==> src/hdl/mwt_consts.svh <==
// Offsets, reset values and timing counts of the machine wall timer
//----------------------------------------------------------------------
//----------------------------------------------------------------------
`ifndef MWT_CONSTS_SVH
`define MWT_CONSTS_SVH

//----------------------------------------------------------------------
// Register map (byte addresses)
//----------------------------------------------------------------------
`define MWT_ADDR_W          5
`define MWT_OFS_COUNT       5'h00
`define MWT_OFS_COMPARE     5'h08
`define MWT_OFS_PERIOD      5'h10
`define MWT_BE_LO           8'h0f
`define MWT_BE_HI           8'hf0
`define MWT_BE_ALL          8'hff
`define MWT_LANE_LO         3'h0
`define MWT_LANE_HI         3'h4

//----------------------------------------------------------------------
// Reset values
//----------------------------------------------------------------------
`define MWT_COUNT_RST       64'h0000_0000_0000_0000
`define MWT_COMPARE_RST     64'hffff_ffff_ffff_ffff
`define MWT_RDATA_RST       64'h0000_0000_0000_0000

//----------------------------------------------------------------------
// Timing
//----------------------------------------------------------------------
`define MWT_CLK_PERIOD_NS   20
`define MWT_TICK_PERIOD_NS  1000
`define MWT_TICK_DIV        (`MWT_TICK_PERIOD_NS / `MWT_CLK_PERIOD_NS)

`endif

==> src/hdl/mwt_pkg.sv <==
// Types shared by the machine wall timer modules
package mwt_pkg;

    typedef enum logic [0:0] {
        MWT_ST_IDLE = 1'b0,
        MWT_ST_RESP = 1'b1
    } mwt_bus_state_e;

    typedef enum logic [1:0] {
        MWT_REG_COUNT   = 2'b00,
        MWT_REG_COMPARE = 2'b01,
        MWT_REG_PERIOD  = 2'b10,
        MWT_REG_NONE    = 2'b11
    } mwt_reg_e;

endpackage

==> src/hdl/mwt_core_if.sv <==
// Tick, count, compare and pending between the timer modules
`timescale 1ns/10ps
interface mwt_core_if;

    logic        tick;
    logic [63:0] count;
    logic [63:0] compare;
    logic        pending;

    modport tick_src (
        output tick
    );

    modport cmp (
        input  count,
        input  compare,
        output pending
    );

    modport core (
        input  tick,
        input  pending,
        output count,
        output compare
    );

endinterface

==> src/hdl/mwt_compare.sv <==
// Unsigned count-versus-compare stage of the wall timer
`timescale 1ns/10ps
module mwt_compare (
    input  wire logic      clk,
    input  wire logic      srst,
    mwt_core_if.cmp        cmp_if
);

    logic pending_q;
    logic pending_d;

    // Re-evaluated every cycle: stays high as a level while the
    // count is at or past the compare, drops once compare is ahead
    always_comb begin
        pending_d = (cmp_if.count >= cmp_if.compare);
    end

    // One register stage, so a write shows here one edge later
    always_ff @(posedge clk) begin
        if (srst) begin
            pending_q <= 1'b0;
        end else begin
            pending_q <= pending_d;
        end
    end

    assign cmp_if.pending = pending_q;

endmodule

==> src/hdl/mwt_tick_gen.sv <==
// Fixed-rate tick generator for the wall timer
`timescale 1ns/10ps
`include "mwt_consts.svh"
module mwt_tick_gen #(
    parameter int unsigned TICK_DIV = `MWT_TICK_DIV
) (
    input  wire logic      clk,
    input  wire logic      srst,
    mwt_core_if.tick_src   tick_if
);

    localparam int unsigned DW = (TICK_DIV > 1) ? $clog2(TICK_DIV) : 1;
    localparam logic [DW-1:0] LAST = DW'(TICK_DIV - 1);

    logic [DW-1:0] div_q;
    logic [DW-1:0] div_d;
    logic          tick_q;
    logic          tick_d;

    // Divides the fixed reference, never a scaled core clock
    always_comb begin
        div_d  = div_q + DW'(1);
        tick_d = 1'b0;
        if (div_q == LAST) begin
            div_d  = '0;
            tick_d = 1'b1;
        end
    end

    always_ff @(posedge clk) begin
        if (srst) begin
            div_q  <= '0;
            tick_q <= 1'b0;
        end else begin
            div_q  <= div_d;
            tick_q <= tick_d;
        end
    end

    assign tick_if.tick = tick_q;

endmodule

==> src/hdl/mwt_top.sv <==
// Machine wall timer: shared 64-bit counter, compare and bus slave
`timescale 1ns/10ps
`include "mwt_consts.svh"
module mwt_top #(
    parameter int unsigned NUM_HARTS   = 1,
    parameter bit          WIDE_ACCESS = 1'b1,
    parameter int unsigned TICK_DIV    = `MWT_TICK_DIV
) (
    input  wire logic                   clk,
    input  wire logic                   srst,
    input  wire logic                   bus_req,
    input  wire logic                   bus_we,
    input  wire logic [`MWT_ADDR_W-1:0] bus_addr,
    input  wire logic [7:0]             bus_be,
    input  wire logic [63:0]            bus_wdata,
    output logic                        bus_ready,
    output logic                        bus_ack,
    output logic                        bus_err,
    output logic [63:0]                 bus_rdata,
    output logic [63:0]                 wall_time,
    output logic [NUM_HARTS-1:0]        machine_timer_pending
);

    //------------------------------------------------------------------
    // Local constants
    //------------------------------------------------------------------
    localparam logic [63:0] PERIOD_NS =
        64'(TICK_DIV * `MWT_CLK_PERIOD_NS);

    //------------------------------------------------------------------
    // Declarations
    //------------------------------------------------------------------
    mwt_pkg::mwt_bus_state_e state_q;
    mwt_pkg::mwt_bus_state_e state_d;
    mwt_pkg::mwt_reg_e       sel;

    logic [63:0] count_q;
    logic [63:0] count_d;
    logic [63:0] count_inc;
    logic [63:0] compare_q;
    logic [63:0] compare_d;
    logic [63:0] rdata_q;
    logic [63:0] rdata_d;
    logic [63:0] wmask;
    logic        ack_q;
    logic        ack_d;
    logic        err_q;
    logic        err_d;
    logic        take;
    logic        legal;
    logic        do_write;
    logic        do_read;

    mwt_core_if core_if ();

    //------------------------------------------------------------------
    // Helper functions
    //------------------------------------------------------------------

    // Register selected by the 8-byte slot of the address
    function automatic mwt_pkg::mwt_reg_e decode_reg(
        input logic [`MWT_ADDR_W-1:0] addr
    );
        logic [`MWT_ADDR_W-1:0] base;
        base = {addr[`MWT_ADDR_W-1:3], 3'h0};
        if (base == `MWT_OFS_COUNT) begin
            decode_reg = mwt_pkg::MWT_REG_COUNT;
        end else if (base == `MWT_OFS_COMPARE) begin
            decode_reg = mwt_pkg::MWT_REG_COMPARE;
        end else if (base == `MWT_OFS_PERIOD) begin
            decode_reg = mwt_pkg::MWT_REG_PERIOD;
        end else begin
            decode_reg = mwt_pkg::MWT_REG_NONE;
        end
    endfunction

    // Low word at base, high word at base + 4, double word at base
    function automatic logic lane_ok(
        input logic [2:0] lane,
        input logic [7:0] be,
        input logic       wide_ok
    );
        lane_ok = 1'b0;
        if (be == `MWT_BE_LO) begin
            lane_ok = (lane == `MWT_LANE_LO);
        end else if (be == `MWT_BE_HI) begin
            lane_ok = (lane == `MWT_LANE_HI);
        end else if (be == `MWT_BE_ALL) begin
            lane_ok = wide_ok && (lane == `MWT_LANE_LO);
        end
    endfunction

    // Expands byte enables to a bit mask
    function automatic logic [63:0] be_mask(input logic [7:0] be);
        logic [63:0] m;
        m = '0;
        for (int i = 0; i < 8; i++) begin
            m[i*8 +: 8] = {8{be[i]}};
        end
        be_mask = m;
    endfunction

    // Replaces only the enabled bytes of a register value
    function automatic logic [63:0] merge(
        input logic [63:0] old_v,
        input logic [63:0] new_v,
        input logic [63:0] mask
    );
        merge = (old_v & ~mask) | (new_v & mask);
    endfunction

    // Returns only the enabled bytes; the rest read as zero
    function automatic logic [63:0] lanes_of(
        input logic [63:0] v,
        input logic [63:0] mask
    );
        lanes_of = v & mask;
    endfunction

    //------------------------------------------------------------------
    // Request decode
    //------------------------------------------------------------------
    always_comb begin
        sel      = decode_reg(bus_addr);
        take     = bus_req && (state_q == mwt_pkg::MWT_ST_IDLE);
        legal    = lane_ok(bus_addr[2:0], bus_be, WIDE_ACCESS)
                   && (sel != mwt_pkg::MWT_REG_NONE)
                   && !(bus_we && (sel == mwt_pkg::MWT_REG_PERIOD));
        wmask    = be_mask(bus_be);
        do_write = take && legal && bus_we;
        do_read  = take && legal && !bus_we;
    end

    //------------------------------------------------------------------
    // Bus handshake
    //------------------------------------------------------------------

    // One request in flight; the answer cycle blocks the next one
    always_comb begin
        state_d = state_q;
        ack_d   = 1'b0;
        err_d   = 1'b0;
        case (state_q)
            mwt_pkg::MWT_ST_IDLE: begin
                if (take) begin
                    state_d = mwt_pkg::MWT_ST_RESP;
                    ack_d   = 1'b1;
                    err_d   = !legal;
                end
            end
            mwt_pkg::MWT_ST_RESP: begin
                state_d = mwt_pkg::MWT_ST_IDLE;
            end
            default: begin
                state_d = mwt_pkg::MWT_ST_IDLE;
            end
        endcase
    end

    always_ff @(posedge clk) begin
        if (srst) begin
            state_q <= mwt_pkg::MWT_ST_IDLE;
            ack_q   <= 1'b0;
            err_q   <= 1'b0;
        end else begin
            state_q <= state_d;
            ack_q   <= ack_d;
            err_q   <= err_d;
        end
    end

    //------------------------------------------------------------------
    // Wall-time counter
    //------------------------------------------------------------------

    // A write lands over the ticked value, so a tick in the same cycle
    // is kept in the bytes the write leaves alone
    always_comb begin
        // Plain modular add: rolls to zero, never saturates
        count_inc = core_if.tick ? (count_q + 64'h1) : count_q;
        count_d   = count_inc;
        if (do_write && (sel == mwt_pkg::MWT_REG_COUNT)) begin
            count_d = merge(count_inc, bus_wdata, wmask);
        end
    end

    always_ff @(posedge clk) begin
        if (srst) begin
            count_q <= `MWT_COUNT_RST;
        end else begin
            count_q <= count_d;
        end
    end

    //------------------------------------------------------------------
    // Compare register
    //------------------------------------------------------------------

    // The only comparand; lower levels share it through software
    always_comb begin
        compare_d = compare_q;
        if (do_write && (sel == mwt_pkg::MWT_REG_COMPARE)) begin
            // A half-word store keeps the other half; the low-ones,
            // high, low order of the master then avoids a false match
            compare_d = merge(compare_q, bus_wdata, wmask);
        end
    end

    always_ff @(posedge clk) begin
        if (srst) begin
            compare_q <= `MWT_COMPARE_RST;
        end else begin
            compare_q <= compare_d;
        end
    end

    //------------------------------------------------------------------
    // Read data
    //------------------------------------------------------------------

    // Whole 64-bit value taken in one edge: no torn double word
    always_comb begin
        rdata_d = `MWT_RDATA_RST;
        if (do_read) begin
            case (sel)
                mwt_pkg::MWT_REG_COUNT: begin
                    rdata_d = lanes_of(count_q, wmask);
                end
                mwt_pkg::MWT_REG_COMPARE: begin
                    rdata_d = lanes_of(compare_q, wmask);
                end
                mwt_pkg::MWT_REG_PERIOD: begin
                    rdata_d = lanes_of(PERIOD_NS, wmask);
                end
                default: begin
                    rdata_d = `MWT_RDATA_RST;
                end
            endcase
        end else if (state_q == mwt_pkg::MWT_ST_RESP) begin
            rdata_d = rdata_q;
        end
    end

    always_ff @(posedge clk) begin
        if (srst) begin
            rdata_q <= `MWT_RDATA_RST;
        end else begin
            rdata_q <= rdata_d;
        end
    end

    //------------------------------------------------------------------
    // Tick source and comparator
    //------------------------------------------------------------------
    mwt_tick_gen #(
        .TICK_DIV (TICK_DIV)
    ) u_tick (
        .clk      (clk),
        .srst     (srst),
        .tick_if  (core_if)
    );

    mwt_compare u_cmp (
        .clk      (clk),
        .srst     (srst),
        .cmp_if   (core_if)
    );

    // Timebase and bus share clk, so the crossing is a plain register
    // hand-off; a separate timebase would need a gray or handshake path
    assign core_if.count   = count_q;
    assign core_if.compare = compare_q;

    //------------------------------------------------------------------
    // Outputs
    //------------------------------------------------------------------
    assign bus_ready = (state_q == mwt_pkg::MWT_ST_IDLE);
    assign bus_ack   = ack_q;
    assign bus_err   = err_q;
    assign bus_rdata = rdata_q;

    // Same counter and same flag fan out to every hart; each hart
    // gates the flag with its own enable
    assign wall_time             = count_q;
    assign machine_timer_pending =
        {NUM_HARTS{core_if.pending}};

endmodule

==> config.mk <==
export PLATFORM = sky130hd
export DESIGN_NAME = mwt_top
export DESIGN_NICKNAME = d
export VERILOG_FILES = /design/src/hdl/mwt_pkg.sv /design/src/hdl/mwt_core_if.sv /design/src/hdl/mwt_compare.sv /design/src/hdl/mwt_tick_gen.sv /design/src/hdl/mwt_top.sv
export VERILOG_INCLUDE_DIRS = /design/src /design/src/hdl
export SDC_FILE = /design/constraint.sdc
export NUM_CORES = 1
export LEC_CHECK = 0
export BUFFER_PORTS_ARGS = -buffer_cell sky130_fd_sc_hd__buf_2
export CORE_MARGIN = 8
export CORE_UTILIZATION = 40
export CTS_CLUSTER_SIZE = 10
export DETAILED_ROUTE_END_ITERATION = 16
export SYNTH_ARGS = -nofsm -noshare
export SYNTH_HDL_FRONTEND = slang
export SYNTH_SLANG_ARGS = --single-unit
==> constraint.sdc <==
create_clock -name clk -period 4 [get_ports clk]
set_input_delay 0.4 -clock clk [delete_from_list [all_inputs] [get_ports clk]]
set_output_delay 0.4 -clock clk [all_outputs]
set_load 0.1 [all_outputs]
==> flow_metrics.env <==
export IMPL_outcome="finished clean"
export IMPL_min_from="bus_wdata[43]"
export IMPL_cts_resized=0
export IMPL_final_common_cell="buf_2"
export IMPL_grt_pass1_vias=9365
export IMPL_viasPerCell=5.39
export IMPL_most_common_layout_cells="buf_2 (211), dfxtp_1 (201), nand2_1 (170), nor2_1 (155), o21ai_0 (85)"
export IMPL_min_path_type="input port to flop"
export IMPL_worst_setup_path_start_kind="flop"
export IMPL_antenna_found_initial=0
export IMPL_p_leak_uw=0.00570
export IMPL_ys_types=52
export IMPL_p_per_area_nw_per_um2=331
export IMPL_overflow=0
export IMPL_cp_required_ns=4.35
export IMPL_first_pass_iters=5
export IMPL_maxCapViolCount=0
export IMPL_crit_start="wall_time[24]"
export IMPL_ir_worst_vdd_uv=271
export IMPL_die_y_um=179
export IMPL_setup_viol=0
export IMPL_htreeDepth=1
export IMPL_cts_root_buf="clkbuf_16"
export IMPL_synth_top_cell_area_share_pct=38.2
export IMPL_final_area_um2=12500
export IMPL_cts_buffers=24
export IMPL_synth_top_family_by_area="compound AO/OA/AOI/OAI gates"
export IMPL_worstMarginPinSlew_ns=1.19
export IMPL_arrival_ns=3.11
export IMPL_multi_input_comb_area_um2=5860
export IMPL_synth_nets=1428
export IMPL_synth_top_cell_by_area="dfxtp_1"
export IMPL_cts_max_path_buffers=3
export IMPL_drt_initial_drc_count=603
export IMPL_ant_nets=0
export IMPL_endpoint_kind="flop"
export IMPL_synth_xor_area_share_pct=4.38
export IMPL_globalplace_congestion=0.824
export IMPL_synth_compound_area_share_pct=21.8
export IMPL_ys_ff_latch=202
export IMPL_synth_fa_ha_area_share_pct=7.91
export IMPL_synth_area_leaders="dfxtp_1 (38%), ha_1 (7.9%), nand2_1 (6.0%), nor2_1 (5.5%), a211oi_1 (4.3%)"
export IMPL_grt_pass1_wl_mm=51.7
export IMPL_wl_mm=32.7
export IMPL_coreArea_um2=26100
export IMPL_hpwl_mm=23.1
export IMPL_hold_viol=0
export IMPL_rsz0062_at_grt="no"
export IMPL_worstSetupPathType="flop to flop"
export IMPL_seqCellArea_um2=4050
export IMPL_timing_fmax_mhz=363
export IMPL_tns_ns=0
export IMPL_synthMuxAreaShare_pct=0.567
export IMPL_insertion_delay_ns=0.52
export IMPL_post_cts_buffers=0
export IMPL_yosysWarnings=0
export IMPL_num_nets_final=1603
export IMPL_tritoncts="yes"
export IMPL_r2r_start="wall_time[24]"
export IMPL_cts_sinks=202
export IMPL_die_x_um=179
export IMPL_vias=9682
export IMPL_syn_inst=1280
export IMPL_drc=0
export IMPL_ios=213
export IMPL_slew_headroom_pct=20.5
export IMPL_synth_area_um2=10600
export IMPL_cts_hold_buf=0
export IMPL_clock_skew_final_ns=0.0185
export IMPL_slew_violations=0
export IMPL_num_fill_cells=2589
export IMPL_synthSimpleGateAreaFrac_pct=20.6
export IMPL_rows=59
export IMPL_drive_above_1_share_pct=20.2
export IMPL_gr_usage_all_layers_pct=20.0
export IMPL_period_needed_ns=2.76
export IMPL_placed_area_um2=11800
export IMPL_area_delta_synth_final_pct=17.9
export IMPL_start_util_pct=40.7
export IMPL_die_area_um2=32000
export IMPL_cp_max_fo=8
export IMPL_wl_per_cell_um=18.2
export IMPL_cts_clk_slew_worst_paths_ns=0.06
export IMPL_io_buffers=212
export IMPL_ys_seq_area_share_pct=38.2
export IMPL_n_antenna_cell=0
export IMPL_grt_max_degree=67
export IMPL_avgSynthCellArea_um2=8.28
export IMPL_period_share_pct=68.9
-- final timing paths --
check                           depth (start not counted)  slack, ns             to
worst max-delay path                                    6       1.24  wall_time[61]
worst min-delay path                                    3       0.12           flop
worst max register to register                          6       1.24  wall_time[61]
worst min register to register                          2       0.45   bus_rdata[7]
-- cells in the mapped netlist (all sizes together) --
cell    count
or2         1
o21bai      1
a31oi       2
o22ai       2
xnor2      24
and4        6
o211ai     66
o311a       4
a21o        6
o21ai      85
xor2       29
a221oi      2
nand3      29
a211o       1
clkbuf     57
nor3b       2
o31a        7
inv        80
a211oi     60
a22oi      58
nor3       16
a21oi      26
a32oi       2
nor4       18
nand2b      4
buf        23
nand2     170
mux2i       6
ha         67
a311oi      3
clkinv      1
and2        1
nor4b       2
and4b       1
or4         3
nand4      40
nor2b       7
o31ai       2
dfxtp     202
nor2      155
and3        9
-- where the power goes --
group / internal [µW] / switching, µW
registers: 2020 / 7.44
logic: 52.7 / 139
clock network: 1120 / 805
-- metrics by stage --
stage | utilization (%) | hold slack [ns] | cells | worst slack, ns | total power [µW]
global placement | 45.4 | 0.446 | 1764 | 1.36 | 2260
finish | 47.9 | 0.119 | 1797 | 1.24 | 4140
floorplan | - | 0.430 | 1280 | 0.861 | 2160
detailed placement | 45.4 | 0.447 | 1764 | 1.27 | 2260
global route | 47.9 | 0.115 | 1797 | 1.05 | 4290
CTS | 47.9 | 0.0938 | 1797 | 1.26 | 4210
-- worst max-delay path: stages, from the launching register on --
cell,delay [ns]
dfxtp_1,0.46
nand4_1,0.31
nor4_2,0.54
nand4_1,0.44
nor4_1,0.53
mux2i_1,0.25
nor3_1,0.07
-- logic make-up after synthesis --
family,Yosys count
muxes,6
and+or+nand+nor,464
DFF,202
xor gates and xnor gates,53
buffers and inverters,161
adders and majority gates,67
AOI/OAI and AO/OA,327
-- layout make-up --
cell class                 instances  area share (%)
inverter                          81            2.43
tap                              335            3.36
timing repair buffer             229            9.64
sequential                       202            32.4
clock buffer                      33            5.25
multi-input combinational        917            46.9
-- metal layers --
layer	vias up	part of all wire, %	GRT usage, %
met1	4476	47	26.9
met5	-	0	0
met2	262	44	32.2
met4	0	2.2	5.27
met3	43	6.5	4.17
li1	4901	-	-
Note: power is estimated with default switching activity, not from simulation.
